$ cat src/design/pm_mailbox_pkg.sv
// Purpose: Shared constants for the controller-side power-management byte mailbox.
// Assumes: Byte-wide controller register port with a 4-bit offset.
// Notes:   Offsets, field positions and the byte and flag-field reset values live here only.
package pm_mailbox_pkg;
  localparam int unsigned ADDR_W   = 4;
  localparam int unsigned DATA_W   = 8;
  localparam int unsigned FIFO_DEP = 16;

  // Controller-side register offsets
  localparam logic [3:0] OFF_STATUS   = 4'h0;
  localparam logic [3:0] OFF_OUT      = 4'h1;
  localparam logic [3:0] OFF_OUT_SCI  = 4'h2;
  localparam logic [3:0] OFF_OUT_SMI  = 4'h3;
  localparam logic [3:0] OFF_IN       = 4'h4;
  localparam logic [3:0] OFF_IN_SCI   = 4'h5;
  localparam logic [3:0] OFF_CONTROL  = 4'h6;

  // Status byte field positions
  localparam int unsigned ST_FLAGS_HI = 7;
  localparam int unsigned ST_FLAGS_LO = 4;
  localparam int unsigned ST_CMD      = 3;
  localparam int unsigned ST_SPARE    = 2;
  localparam int unsigned ST_IBF      = 1;
  localparam int unsigned ST_OBF      = 0;

  // Control byte field positions
  localparam int unsigned CT_AUTO     = 7;
  localparam int unsigned CT_OUTPUT_EMPTY_IRQ_ENABLE    = 1;
  localparam int unsigned CT_INPUT_FULL_IRQ_ENABLE    = 0;

  // Reset values and the control write mask
  localparam logic [7:0] RST_BYTE     = 8'h00;
  localparam logic [3:0] RST_FLAGS    = 4'h0;
  localparam logic [7:0] CTRL_WR_MASK = 8'h83;
endpackage

$ cat src/design/pm_channel_mailbox.sv
// Purpose: Controller-side mailbox of one host power-management byte channel.
// Assumes: Host-side decode logic runs on core_clk and hands over strobes.
// Notes:   Host writes queue in a FIFO ahead of the single-byte input buffer.
`timescale 1ns/100ps

module pm_byte_fifo #(
  parameter int unsigned WIDTH = 9,
  parameter int unsigned DEPTH = 16
) (
  input  wire logic             core_clk,
  input  wire logic             rst_n,
  input  wire logic [WIDTH-1:0] in_data,
  input  wire logic             in_valid,
  output logic                  in_ready,
  output logic [WIDTH-1:0]      out_data,
  output logic                  out_valid,
  input  wire logic             out_ready
);
  localparam int unsigned PW = $clog2(DEPTH);

  // Pointers wrap naturally, so only powers of two are served
  generate
    if (DEPTH < 2 || (DEPTH & (DEPTH - 1)) != 0) begin : g_bad_depth
      $error("pm_byte_fifo DEPTH must be a power of two of at least 2");
    end
    if (WIDTH < 1) begin : g_bad_width
      $error("pm_byte_fifo WIDTH must be at least 1");
    end
  endgenerate

  logic [WIDTH-1:0] mem_r [DEPTH];
  logic [PW-1:0]    wr_ptr_r;
  logic [PW-1:0]    rd_ptr_r;
  logic [PW:0]      count_r;
  logic [PW:0]      count_nxt;
  logic             full_r;
  logic             push;
  logic             pop;

  assign push      = in_valid && !full_r;
  assign pop       = out_valid && out_ready;
  assign in_ready  = !full_r;
  assign out_valid = (count_r != '0);
  assign out_data  = mem_r[rd_ptr_r];

  // Occupancy; full is registered so the ready seen upstream is a flop
  always_comb begin
    count_nxt = count_r;
    if (push && !pop) begin
      count_nxt = count_r + 1'b1;
    end else if (pop && !push) begin
      count_nxt = count_r - 1'b1;
    end
  end

  always_ff @(posedge core_clk) begin
    if (!rst_n) begin
      count_r <= '0;
      full_r  <= 1'b0;
    end else begin
      count_r <= count_nxt;
      full_r  <= (count_nxt == (PW+1)'(DEPTH));
    end
  end

  // Pointers
  always_ff @(posedge core_clk) begin
    if (!rst_n) begin
      wr_ptr_r <= '0;
      rd_ptr_r <= '0;
    end else begin
      if (push) begin
        wr_ptr_r <= wr_ptr_r + 1'b1;
      end
      if (pop) begin
        rd_ptr_r <= rd_ptr_r + 1'b1;
      end
    end
  end

  // Storage, one generate entry per word
  generate
    for (genvar i = 0; i < DEPTH; i++) begin : g_word
      always_ff @(posedge core_clk) begin
        if (!rst_n) begin
          mem_r[i] <= '0;
        end else if (push && wr_ptr_r == PW'(i)) begin
          mem_r[i] <= in_data;
        end
      end
    end
  endgenerate
endmodule

module pm_channel_mailbox #(
  parameter int unsigned FIFO_DEPTH = pm_mailbox_pkg::FIFO_DEP
) (
  input  wire logic                                core_clk,
  input  wire logic                                rst_n,
  // Controller register port
  input  wire logic [pm_mailbox_pkg::ADDR_W-1:0]   ec_addr,
  input  wire logic                                ec_wr,
  input  wire logic                                ec_rd,
  input  wire logic [pm_mailbox_pkg::DATA_W-1:0]   ec_wdata,
  output logic [pm_mailbox_pkg::DATA_W-1:0]        ec_rdata,
  // Host side strobes from the legacy port decode
  input  wire logic                                host_wr,
  input  wire logic                                host_wr_cmd,
  input  wire logic [pm_mailbox_pkg::DATA_W-1:0]   host_wdata,
  output logic                                     host_wr_ready,
  input  wire logic                                host_rd,
  output logic [pm_mailbox_pkg::DATA_W-1:0]        host_rdata,
  output logic [pm_mailbox_pkg::DATA_W-1:0]        host_status,
  // Interrupt generation enables and outputs
  input  wire logic                                sci_gen_en,
  input  wire logic                                smi_gen_en,
  output logic                                     sci_pulse,
  output logic                                     smi_pulse,
  output logic                                     ec_irq_pulse
);
  import pm_mailbox_pkg::*;

  localparam int unsigned FW = DATA_W + 1;

  logic [DATA_W-1:0] in_buf_r;
  logic [DATA_W-1:0] out_buf_r;
  logic [3:0]        flags_r;
  logic              cmd_r;
  logic              spare_r;
  logic              ibf_r;
  logic              obf_r;
  logic [7:0]        ctrl_r;
  logic [DATA_W-1:0] ec_rdata_r;
  logic              sci_r;
  logic              smi_r;
  logic              irq_r;
  logic [7:0]        status;
  logic [FW-1:0]     fifo_out;
  logic              fifo_valid;
  logic              fifo_in_ready;
  logic              load_in;
  logic              ec_in_rd;
  logic              ec_out_wr;
  logic              host_ob_rd;

  // Host writes queue here; the input buffer drains it one byte at a time
  pm_byte_fifo #(
    .WIDTH (FW),
    .DEPTH (FIFO_DEPTH)
  ) u_host_fifo (
    .core_clk  (core_clk),
    .rst_n     (rst_n),
    .in_data   ({host_wr_cmd, host_wdata}),
    .in_valid  (host_wr),
    .in_ready  (fifo_in_ready),
    .out_data  (fifo_out),
    .out_valid (fifo_valid),
    .out_ready (load_in)
  );

  // Decoded strobes
  assign ec_in_rd   = ec_rd && (ec_addr == OFF_IN || ec_addr == OFF_IN_SCI);
  assign ec_out_wr  = ec_wr && (ec_addr == OFF_OUT || ec_addr == OFF_OUT_SCI
                                || ec_addr == OFF_OUT_SMI);
  assign host_ob_rd = host_rd && obf_r;
  // A new byte only enters once the controller has taken the last one
  assign load_in    = fifo_valid && !ibf_r;

  // One status byte seen by both parties
  assign status = {flags_r, cmd_r, spare_r, ibf_r, obf_r};

  // Input buffer and command marker follow the byte that reaches it
  always_ff @(posedge core_clk) begin
    if (!rst_n) begin
      in_buf_r <= RST_BYTE;
      cmd_r    <= 1'b0;
    end else if (load_in) begin
      in_buf_r <= fifo_out[DATA_W-1:0];
      cmd_r    <= fifo_out[DATA_W];
    end
  end

  // Input full: load only happens while clear; a load wins over an input read in the same cycle
  always_ff @(posedge core_clk) begin
    if (!rst_n) begin
      ibf_r <= 1'b0;
    end else if (load_in) begin
      ibf_r <= 1'b1;
    end else if (ec_in_rd) begin
      ibf_r <= 1'b0;
    end
  end

  // Output buffer; any of the three output ports loads it
  always_ff @(posedge core_clk) begin
    if (!rst_n) begin
      out_buf_r <= RST_BYTE;
    end else if (ec_out_wr) begin
      out_buf_r <= ec_wdata;
    end
  end

  // Output full: a controller write wins over a host read in the same cycle
  always_ff @(posedge core_clk) begin
    if (!rst_n) begin
      obf_r <= 1'b0;
    end else if (ec_out_wr) begin
      obf_r <= 1'b1;
    end else if (host_ob_rd) begin
      obf_r <= 1'b0;
    end
  end

  // Software-owned status bits
  always_ff @(posedge core_clk) begin
    if (!rst_n) begin
      flags_r <= RST_FLAGS;
      spare_r <= 1'b0;
    end else if (ec_wr && ec_addr == OFF_STATUS) begin
      flags_r <= ec_wdata[ST_FLAGS_HI:ST_FLAGS_LO];
      spare_r <= ec_wdata[ST_SPARE];
    end
  end

  // Control byte; unused bits stay zero
  always_ff @(posedge core_clk) begin
    if (!rst_n) begin
      ctrl_r <= RST_BYTE;
    end else if (ec_wr && ec_addr == OFF_CONTROL) begin
      ctrl_r <= ec_wdata & CTRL_WR_MASK;
    end
  end

  // Read data returns one cycle after the read strobe
  always_ff @(posedge core_clk) begin
    if (!rst_n) begin
      ec_rdata_r <= RST_BYTE;
    end else if (ec_rd) begin
      unique case (ec_addr)
        OFF_STATUS:  ec_rdata_r <= status;
        OFF_IN:      ec_rdata_r <= in_buf_r;
        OFF_IN_SCI:  ec_rdata_r <= in_buf_r;
        OFF_CONTROL: ec_rdata_r <= ctrl_r;
        default:     ec_rdata_r <= RST_BYTE; // Write-only or unmapped
      endcase
    end
  end

  // Host-facing SCI and SMI, one-cycle pulses
  always_ff @(posedge core_clk) begin
    if (!rst_n) begin
      sci_r <= 1'b0;
      smi_r <= 1'b0;
    end else begin
      sci_r <= sci_gen_en && ((ec_wr && ec_addr == OFF_OUT_SCI)
                              || (ec_rd && ec_addr == OFF_IN_SCI));
      smi_r <= smi_gen_en && ec_wr && ec_addr == OFF_OUT_SMI;
    end
  end

  // Controller interrupt, gated by auto mode so legacy polling stays quiet
  always_ff @(posedge core_clk) begin
    if (!rst_n) begin
      irq_r <= 1'b0;
    end else begin
      irq_r <= ctrl_r[CT_AUTO]
               && ((ctrl_r[CT_INPUT_FULL_IRQ_ENABLE] && load_in)
                   || (ctrl_r[CT_OUTPUT_EMPTY_IRQ_ENABLE] && host_ob_rd && !ec_out_wr));
    end
  end

  // Host-visible copies, registered so every output is a flop
  always_ff @(posedge core_clk) begin
    if (!rst_n) begin
      host_wr_ready <= 1'b0;
      host_status   <= RST_BYTE;
    end else begin
      host_wr_ready <= fifo_in_ready;
      host_status   <= status;
    end
  end

  assign host_rdata   = out_buf_r;
  assign ec_rdata     = ec_rdata_r;
  assign sci_pulse    = sci_r;
  assign smi_pulse    = smi_r;
  assign ec_irq_pulse = irq_r;
endmodule

$ cat config.mk
export PLATFORM = sky130hd
export DESIGN_NAME = pm_channel_mailbox
export DESIGN_NICKNAME = d
export VERILOG_FILES = /design/src/design/pm_mailbox_pkg.sv /design/src/design/pm_channel_mailbox.sv
export SDC_FILE = /design/constraint.sdc
export NUM_CORES = 1
export LEC_CHECK = 0
export BUFFER_PORTS_ARGS = -buffer_cell sky130_fd_sc_hd__buf_4
export CORE_MARGIN = 1.5
export CORE_UTILIZATION = 60
export CTS_CLUSTER_DIAMETER = 150
export DETAILED_ROUTE_END_ITERATION = 16
export MAX_ROUTING_LAYER = met4
export PLACE_DENSITY = 0.77
export SLEW_MARGIN = 20
export SYNTH_ARGS = -nofsm -noshare
export SYNTH_HDL_FRONTEND = slang
export SYNTH_HIERARCHICAL = 1
export SYNTH_SLANG_ARGS = --single-unit
$ cat constraint.sdc
create_clock -name core_clk -period 2.7 [get_ports core_clk]
set_input_delay 0.135 -clock core_clk [delete_from_list [all_inputs] [get_ports core_clk]]
set_output_delay 0.135 -clock core_clk [all_outputs]
set_load 0.02 [all_outputs]
Word-level counts from Yosys, hierarchy flattened
Memories as Yosys holds them, arrays and structs flattened. A register that Yosys moved wholly into a read port is not among the register bits.
Cells that the tools add are included.
- bits in registers: 52
- memory bits (writable): 144
- bits of input ports: 29
- output and inout bits: 28
- word-level logic and storage cells: 183
- memories: 1
- add/subtract/negate cells: 4
- equal/unequal tests: 22
- muxes and demuxes: 72
- bitwise gates (word level): 16
- reduce and logical (&&, ||, !) cells: 52
- memory list (memory ; depth ; width ; read ports ; clocked after Yosys merged registers in ; write ports ; RTL line ; RTL):
    u_host_fifo.mem_r ; 16 ; 9 ; 1 ; 1 ; 16 ; pm_channel_mailbox.sv:31 ; logic [WIDTH-1:0] mem_r [DEPTH];
- operator list (cell ; number):
    $mux 9 ; 16
    $mux 1 ; 53
    $logic_and 1x1->1 ; 35
    $eq 4x4->1 const B ; 8
    $eq 4x3->1 const B ; 7
    $pmux 8 s3 ; 1
    $eq 4x2->1 const B ; 4
    $or 1x1->1 ; 16
    $mux 5 ; 2
    $add 4x1->4 const B ; 2
    $eq 4x1->1 const B ; 2
    $logic_not 4->1 ; 2
    $logic_not 1->1 ; 6
    $add 5x1->5 const B ; 1
    $eq 5x5->1 const B ; 1
    $logic_or 1x1->1 ; 5
    $reduce_bool 5->1 ; 1
    $sub 5x1->5 const B ; 1
    $reduce_bool 2->1 ; 2
    $reduce_or 2->1 ; 1

Longest topological paths before layout
- depth after elaboration: 8
- gate-level depth with buffers: 11

Hierarchy
Netlist, hierarchy kept.
- by module, submodules not included (module ; times used ; cells an instance ; area an instance (sq um) ; seq. area each (sq um)):
    pm_byte_fifo ; 1 ; 488 ; 7397.1 ; 4684.5
    pm_channel_mailbox ; 1 ; 217 ; 1861.8 ; 940.9

Worst setup path before layout
No wires, ideal clock.
- path kind: register to register
- start: register u_host_fifo.count_r[0]
- end: register u_host_fifo.full_r
- setup time: 0.087 ns
- data arrival time: 2.376 ns
- setup slack: 0.236 ns
- cell stages (with the launch flop): 12
- path buffers: 2
- cell sequence: dfxtp_1 > inv_1 > ha_1 > or4b_4 > nand2b_1 > inv_1 > clkbuf_1 > and2_4 > buf_6 > or4_1 > o311a_1 > nor4b_2
- cells in the longest elaborated chain, start to end: 7
- RTL lines (what ; RTL line ; RTL):
    start, declared ; pm_channel_mailbox.sv:34 ; logic [PW:0] count_r;
    start signal, assigned ; pm_channel_mailbox.sv:61 ; count_r <= count_nxt;
    $reduce_bool 5->1 * ; pm_channel_mailbox.sv:43 ; assign out_valid = (count_r != '0);
    via fifo_valid ; pm_channel_mailbox.sv:139 ; logic fifo_valid;
    $logic_and 1x1->1 * ; pm_channel_mailbox.sv:167 ; assign load_in = fifo_valid && !ibf_r;
    via load_in ; pm_channel_mailbox.sv:141 ; logic load_in;
    $logic_and 1x1->1 * ; pm_channel_mailbox.sv:41 ; assign pop = out_valid && out_ready;
    $logic_and 1x1->1 or $logic_not 1->1 (tied branches) ; pm_channel_mailbox.sv:51, pm_channel_mailbox.sv:49 ;
    $mux 5 or $logic_and 1x1->1 (tied branches) ; pm_channel_mailbox.sv:51, pm_channel_mailbox.sv:49 ;
    $mux 5 * ; pm_channel_mailbox.sv:49 ; if (push && !pop) begin
    $eq 5x5->1 * ; pm_channel_mailbox.sv:62 ; full_r <= (count_nxt == (PW+1)'(DEPTH));
    end signal, assigned ; pm_channel_mailbox.sv:62 ;
    end, declared ; pm_channel_mailbox.sv:36 ; logic full_r;
The timed path passes the listed nets; every way through them passes the cells marked *.
A chain may end at the register's enable or synchronous reset.

Final worst setup path
- start: register u_host_fifo.count_r[0]
- end: register u_host_fifo.full_r
- cells in the longest elaborated chain, start to end: 7
- RTL lines (what ; RTL line):
    $reduce_bool 5->1 * ; pm_channel_mailbox.sv:43
    via fifo_valid ; pm_channel_mailbox.sv:139
    $logic_and 1x1->1 ; pm_channel_mailbox.sv:167
    $logic_and 1x1->1 * ; pm_channel_mailbox.sv:41
    $logic_and 1x1->1 or $logic_not 1->1 (tied branches) ; pm_channel_mailbox.sv:51, pm_channel_mailbox.sv:49
    $mux 5 or $logic_and 1x1->1 (tied branches) ; pm_channel_mailbox.sv:51, pm_channel_mailbox.sv:49
    $mux 5 * ; pm_channel_mailbox.sv:49
    $eq 5x5->1 * ; pm_channel_mailbox.sv:62
Marked as above.

==> results <==
- The row count is 45.
- The dominant synthesized flop cell is edfxtp_1.
- The final critical delay including setup and external delays is 2.413 ns.
- The worst setup path is of the register to register kind.
- Across all register-to-register paths, the minimum setup slack is 0.29 ns.
- The startpoint identified for the worst hold timing path is host_wdata[6].
- The number of pins exceeding their max-slew limit in the final report is 0.
- The count of final hold-check violations came to 0.
- The number of antenna violations at the first check in global routing is 0.
- CTS built an H-tree with a depth of 1.
- The number of stages on the worst hold path is 2.
- After synthesis, the mean cell area works out to 13.13 um^2.
- The master cell of the clock root buffer is clkbuf_16.
- Counting the fill cells in the layout gives 984.
- The via-per-instance ratio is 6.055.
- Of all nets on the critical path, the largest fanout is 7.
- The global routing stage identified its most utilized layer as met2.
- The overall routed net length is 20.16 mm.
- The I/O pin count is 57.
- Summing all multi-input logic gate instances after layout gives 3411 um^2.
- Buffers inserted to repair hold after CTS numbered 16.
- The clock-pin slew on the worst setup and hold paths is 0.06 ns.
- The stage delay of the slowest cell on the critical path is 0.50 ns.
- Entering global routing, the biggest net connects 51 pins.
- The total area inside the core boundary comes to 15150 um^2.
- The number of global-route vias before repair came to 5799.
- The total global-route track usage is 26.57%.
- For hold timing, the worst endpoint is u_host_fifo/mem_r[14][6].
- The gate count of the mapped netlist is 705.
- The finished layout holds 986 standard cells, fillers aside.
- The proportion of layout cells with a drive suffix above 1 is 20.68%.
- The repair_antennas step left the layout with diodes totalling 0.
- The wire-length estimate of the detail-placed layout is 12.98 mm.
- In this run the power density over the cells is 721.3 nW/um^2.
- The worst hold-check path type is primary input to register.
- In this design, the critical path's most frequently occurring cell is inv_1.
- In this run, synthesis inferred 144 flip-flops with an integrated enable.
- For this run, global-route usage on met1 was measured as 34.61%.
- For this run, asynchronously set or reset flops after synthesis account for 0%.
- Including well taps, the total number of placed cells is 931.
- For this block, the initial DRC count from the detailed router was 501.
- By count the netlist is led by and2_1, edfxtp_1, dfxtp_1.
- The die extent in y is 127.2 um.
- Yosys attributes the largest share of cell area to edfxtp_1, dfxtp_1, and2_1.
- The post-synthesis cell type with the largest combined area is edfxtp_1.
- In the final layout, flip-flops and latches occupy 5627 um^2.
- The routing usage on met3 is 3.434%.
- The first global-routing pass estimated 31.58 mm of wire.
- The critical path goes through inv_1, ha_1, or4b_4, nand2b_1, inv_1, and2_4, or4_1, o311a_1, nor4b_2.
- The number of remaining DRC errors is 0.
- The post-cts sizing count is 0.
- The die width is 127.2 um.
- Between clock sinks in the finished design, the worst skew comes to 0.02801 ns.
- The worst register-to-register path ends at u_host_fifo/full_r.
- The met2 demand-to-capacity share in global routing is 44.44%.
- The later-pin clock latency in the skew report is 0.51 ns.
- The clock tree from TritonCTS is done.
- The net count of the mapped netlist is 741.
- The proportion of netlist area held by the largest area contributor is 46.70%.
- The total buffers and inverters traversed by the critical path is 2.
- The number of buffers created by CTS is 22.
- The critical path's slowest cell is or4b_4.
- The depth of the worst register-to-register path is 9.
- The count of nets after finishing is 819.
- The number of I/O port buffers is 56.
- The run finished with clean final reports.
- The share of the Yosys chip area taken by registers is 60.76%.
- From synthesis to final layout, the design area changed by 16.10%.
- Yosys mapped the design onto 48 distinct sky130hd cell types.
- The maximum frequency from static timing analysis is 0.4144 GHz.
- For this run, the number of Yosys warnings is 6.
- Setup repair after global routing left no endpoint under its margin.
- The relative slew slack is 55.79%.
- The number of failing setup endpoints in the final timing report is 0.
- The family with the most delay on the worst path is simple AND/OR/NAND/NOR gates.
- After synthesis the netlist holds a flip-flop and latch count of 209.
- The average wire per standard cell is 20.45 um.
- The design draws 7.754 mW.
- For the pin with the worst max-slew slack, the measured transition is 0.6607 ns.
- Of the available clock period, the critical path in the final layout requires 89.37%.
- In this run the deepest clock path goes through 3 buffers.
- The worst vdd rail ir drop is 0.0005315 V.
- The initial utilization of the core area, before any placement, comes to 61.13%.
- STA classifies the critical path startpoint as a register.
- STA puts the critical path data arrival time at 2.82 ns.
- The placer's final routability congestion estimate is 0.8669.
- The total negative slack is 0 ns.
- For this run the aggregate overflow at the end of global routing stands at 0.
- Buffers added to address setup during post-CTS repair amount to 0.
- The first-pass iteration count of the detailed router is 5.
- The clock sink count is 209.
- In this run the cell area of the synthesized design comes to 9259 um^2.
- The utilization of the core after routing is 70.97%.
- The detail route stage leaves a number of antenna-violating nets equal to 0.
- Yosys instantiated no cell more often than and2_1.
- For this design the static power due to leakage is 3.942 nW.
- At the worst endpoint, the required time is 3.10 ns.
- After detailed placement, the total cell area comes to 9916 um^2.
- The final instance area is 10750 um^2.
- The worst setup path is captured at a register.
- In this run the critical register-to-register path is launched from u_host_fifo/count_r[0].
- The die covers 16190 um^2.
- The tool flagged a number of max-cap violations equal to 0.
- The number of vias in the routed layout is 5970.
## per-layer routing
metal  vias to the layer above  wire length, um
met5                         -                0
met2                       218            10300
li1                       2715                -
met4                         0              546
met3                        46             1053
met1                      2991             8265
## stage by stage
step,hold WS [ns],setup slack [ns]
6_report,0.03714,0.2870
5_1_grt,0.05091,0.1578
4_1_cts,0.02898,0.3235
3_5_place_dp,0.3814,0.3441
3_3_place_gp,0.3759,0.4530
2_1_floorplan,0.2511,0.2362
## where the power goes
| group | switching [mW] | internal (mW) | leakage [nW] |
|---|---|---|---|
| logic | 0.676 | 0.550 | 1.59 |
| clock network | 1.19 | 1.63 | 0.331 |
| registers | 0.0974 | 3.61 | 2.02 |
## placed cells by master, fill, tap and decap left out, drive strengths merged, types with 10 or more instances in the layout
cell           n
dlygate4sd3   16
inv           13
dfxtp         65
buf           78
nand2         42
clkbuf        29
edfxtp       144
mux4          45
a21oi         34
nor2          24
xnor2         10
nand3         18
and2         163
o21ai         38
## final cells by class
cell class,instances,area share [%]
sequential,209,52.35
multi-input combinational,444,31.73
timing repair buffer,94,7.054
clock buffer,29,5.459
tap,188,2.188
clock inverter,10,0.8032
inverter,12,0.4190
## how the worst max path moves through the flow
stage,from,to,slack [ns],depth (start not counted)
after floorplan,u_host_fifo/count_r[0],u_host_fifo/full_r,0.24,11
after global placement,u_host_fifo/count_r[0],u_host_fifo/full_r,0.45,9
after detailed placement,u_host_fifo/count_r[0],u_host_fifo/full_r,0.34,9
after CTS,u_host_fifo/count_r[0],u_host_fifo/full_r,0.32,9
after global routing,u_host_fifo/count_r[0],u_host_fifo/full_r,0.16,9
final,u_host_fifo/count_r[0],u_host_fifo/full_r,0.29,9
## cell families after synthesis
group / count (synthesis) / synth area share [%]
AND/OR/NAND/NOR: 288 / 18.16
buffers and inverters: 52 / 2.405
AO/OA/AOI/OAI: 92 / 5.635
adder cells (fa/ha/maj): 7 / 0.9459
multiplexers: 46 / 11.05
flip-flops: 209 / 60.76
XOR/XNOR: 11 / 1.041
## sequential cells by signal, summed over array words and instances, names as in the netlist, 3 cells and up, named ones only
register and flops:
ctrl_r 3, host_rdata 8, ec_rdata 8, u_host_fifo/wr_ptr_r 4
u_host_fifo/count_r 5, u_host_fifo/rd_ptr_r 4, u_host_fifo/mem_r 144, in_buf_r 8
host_status 8, flags_r 4
Note: power is estimated with default switching activity, not from simulation.
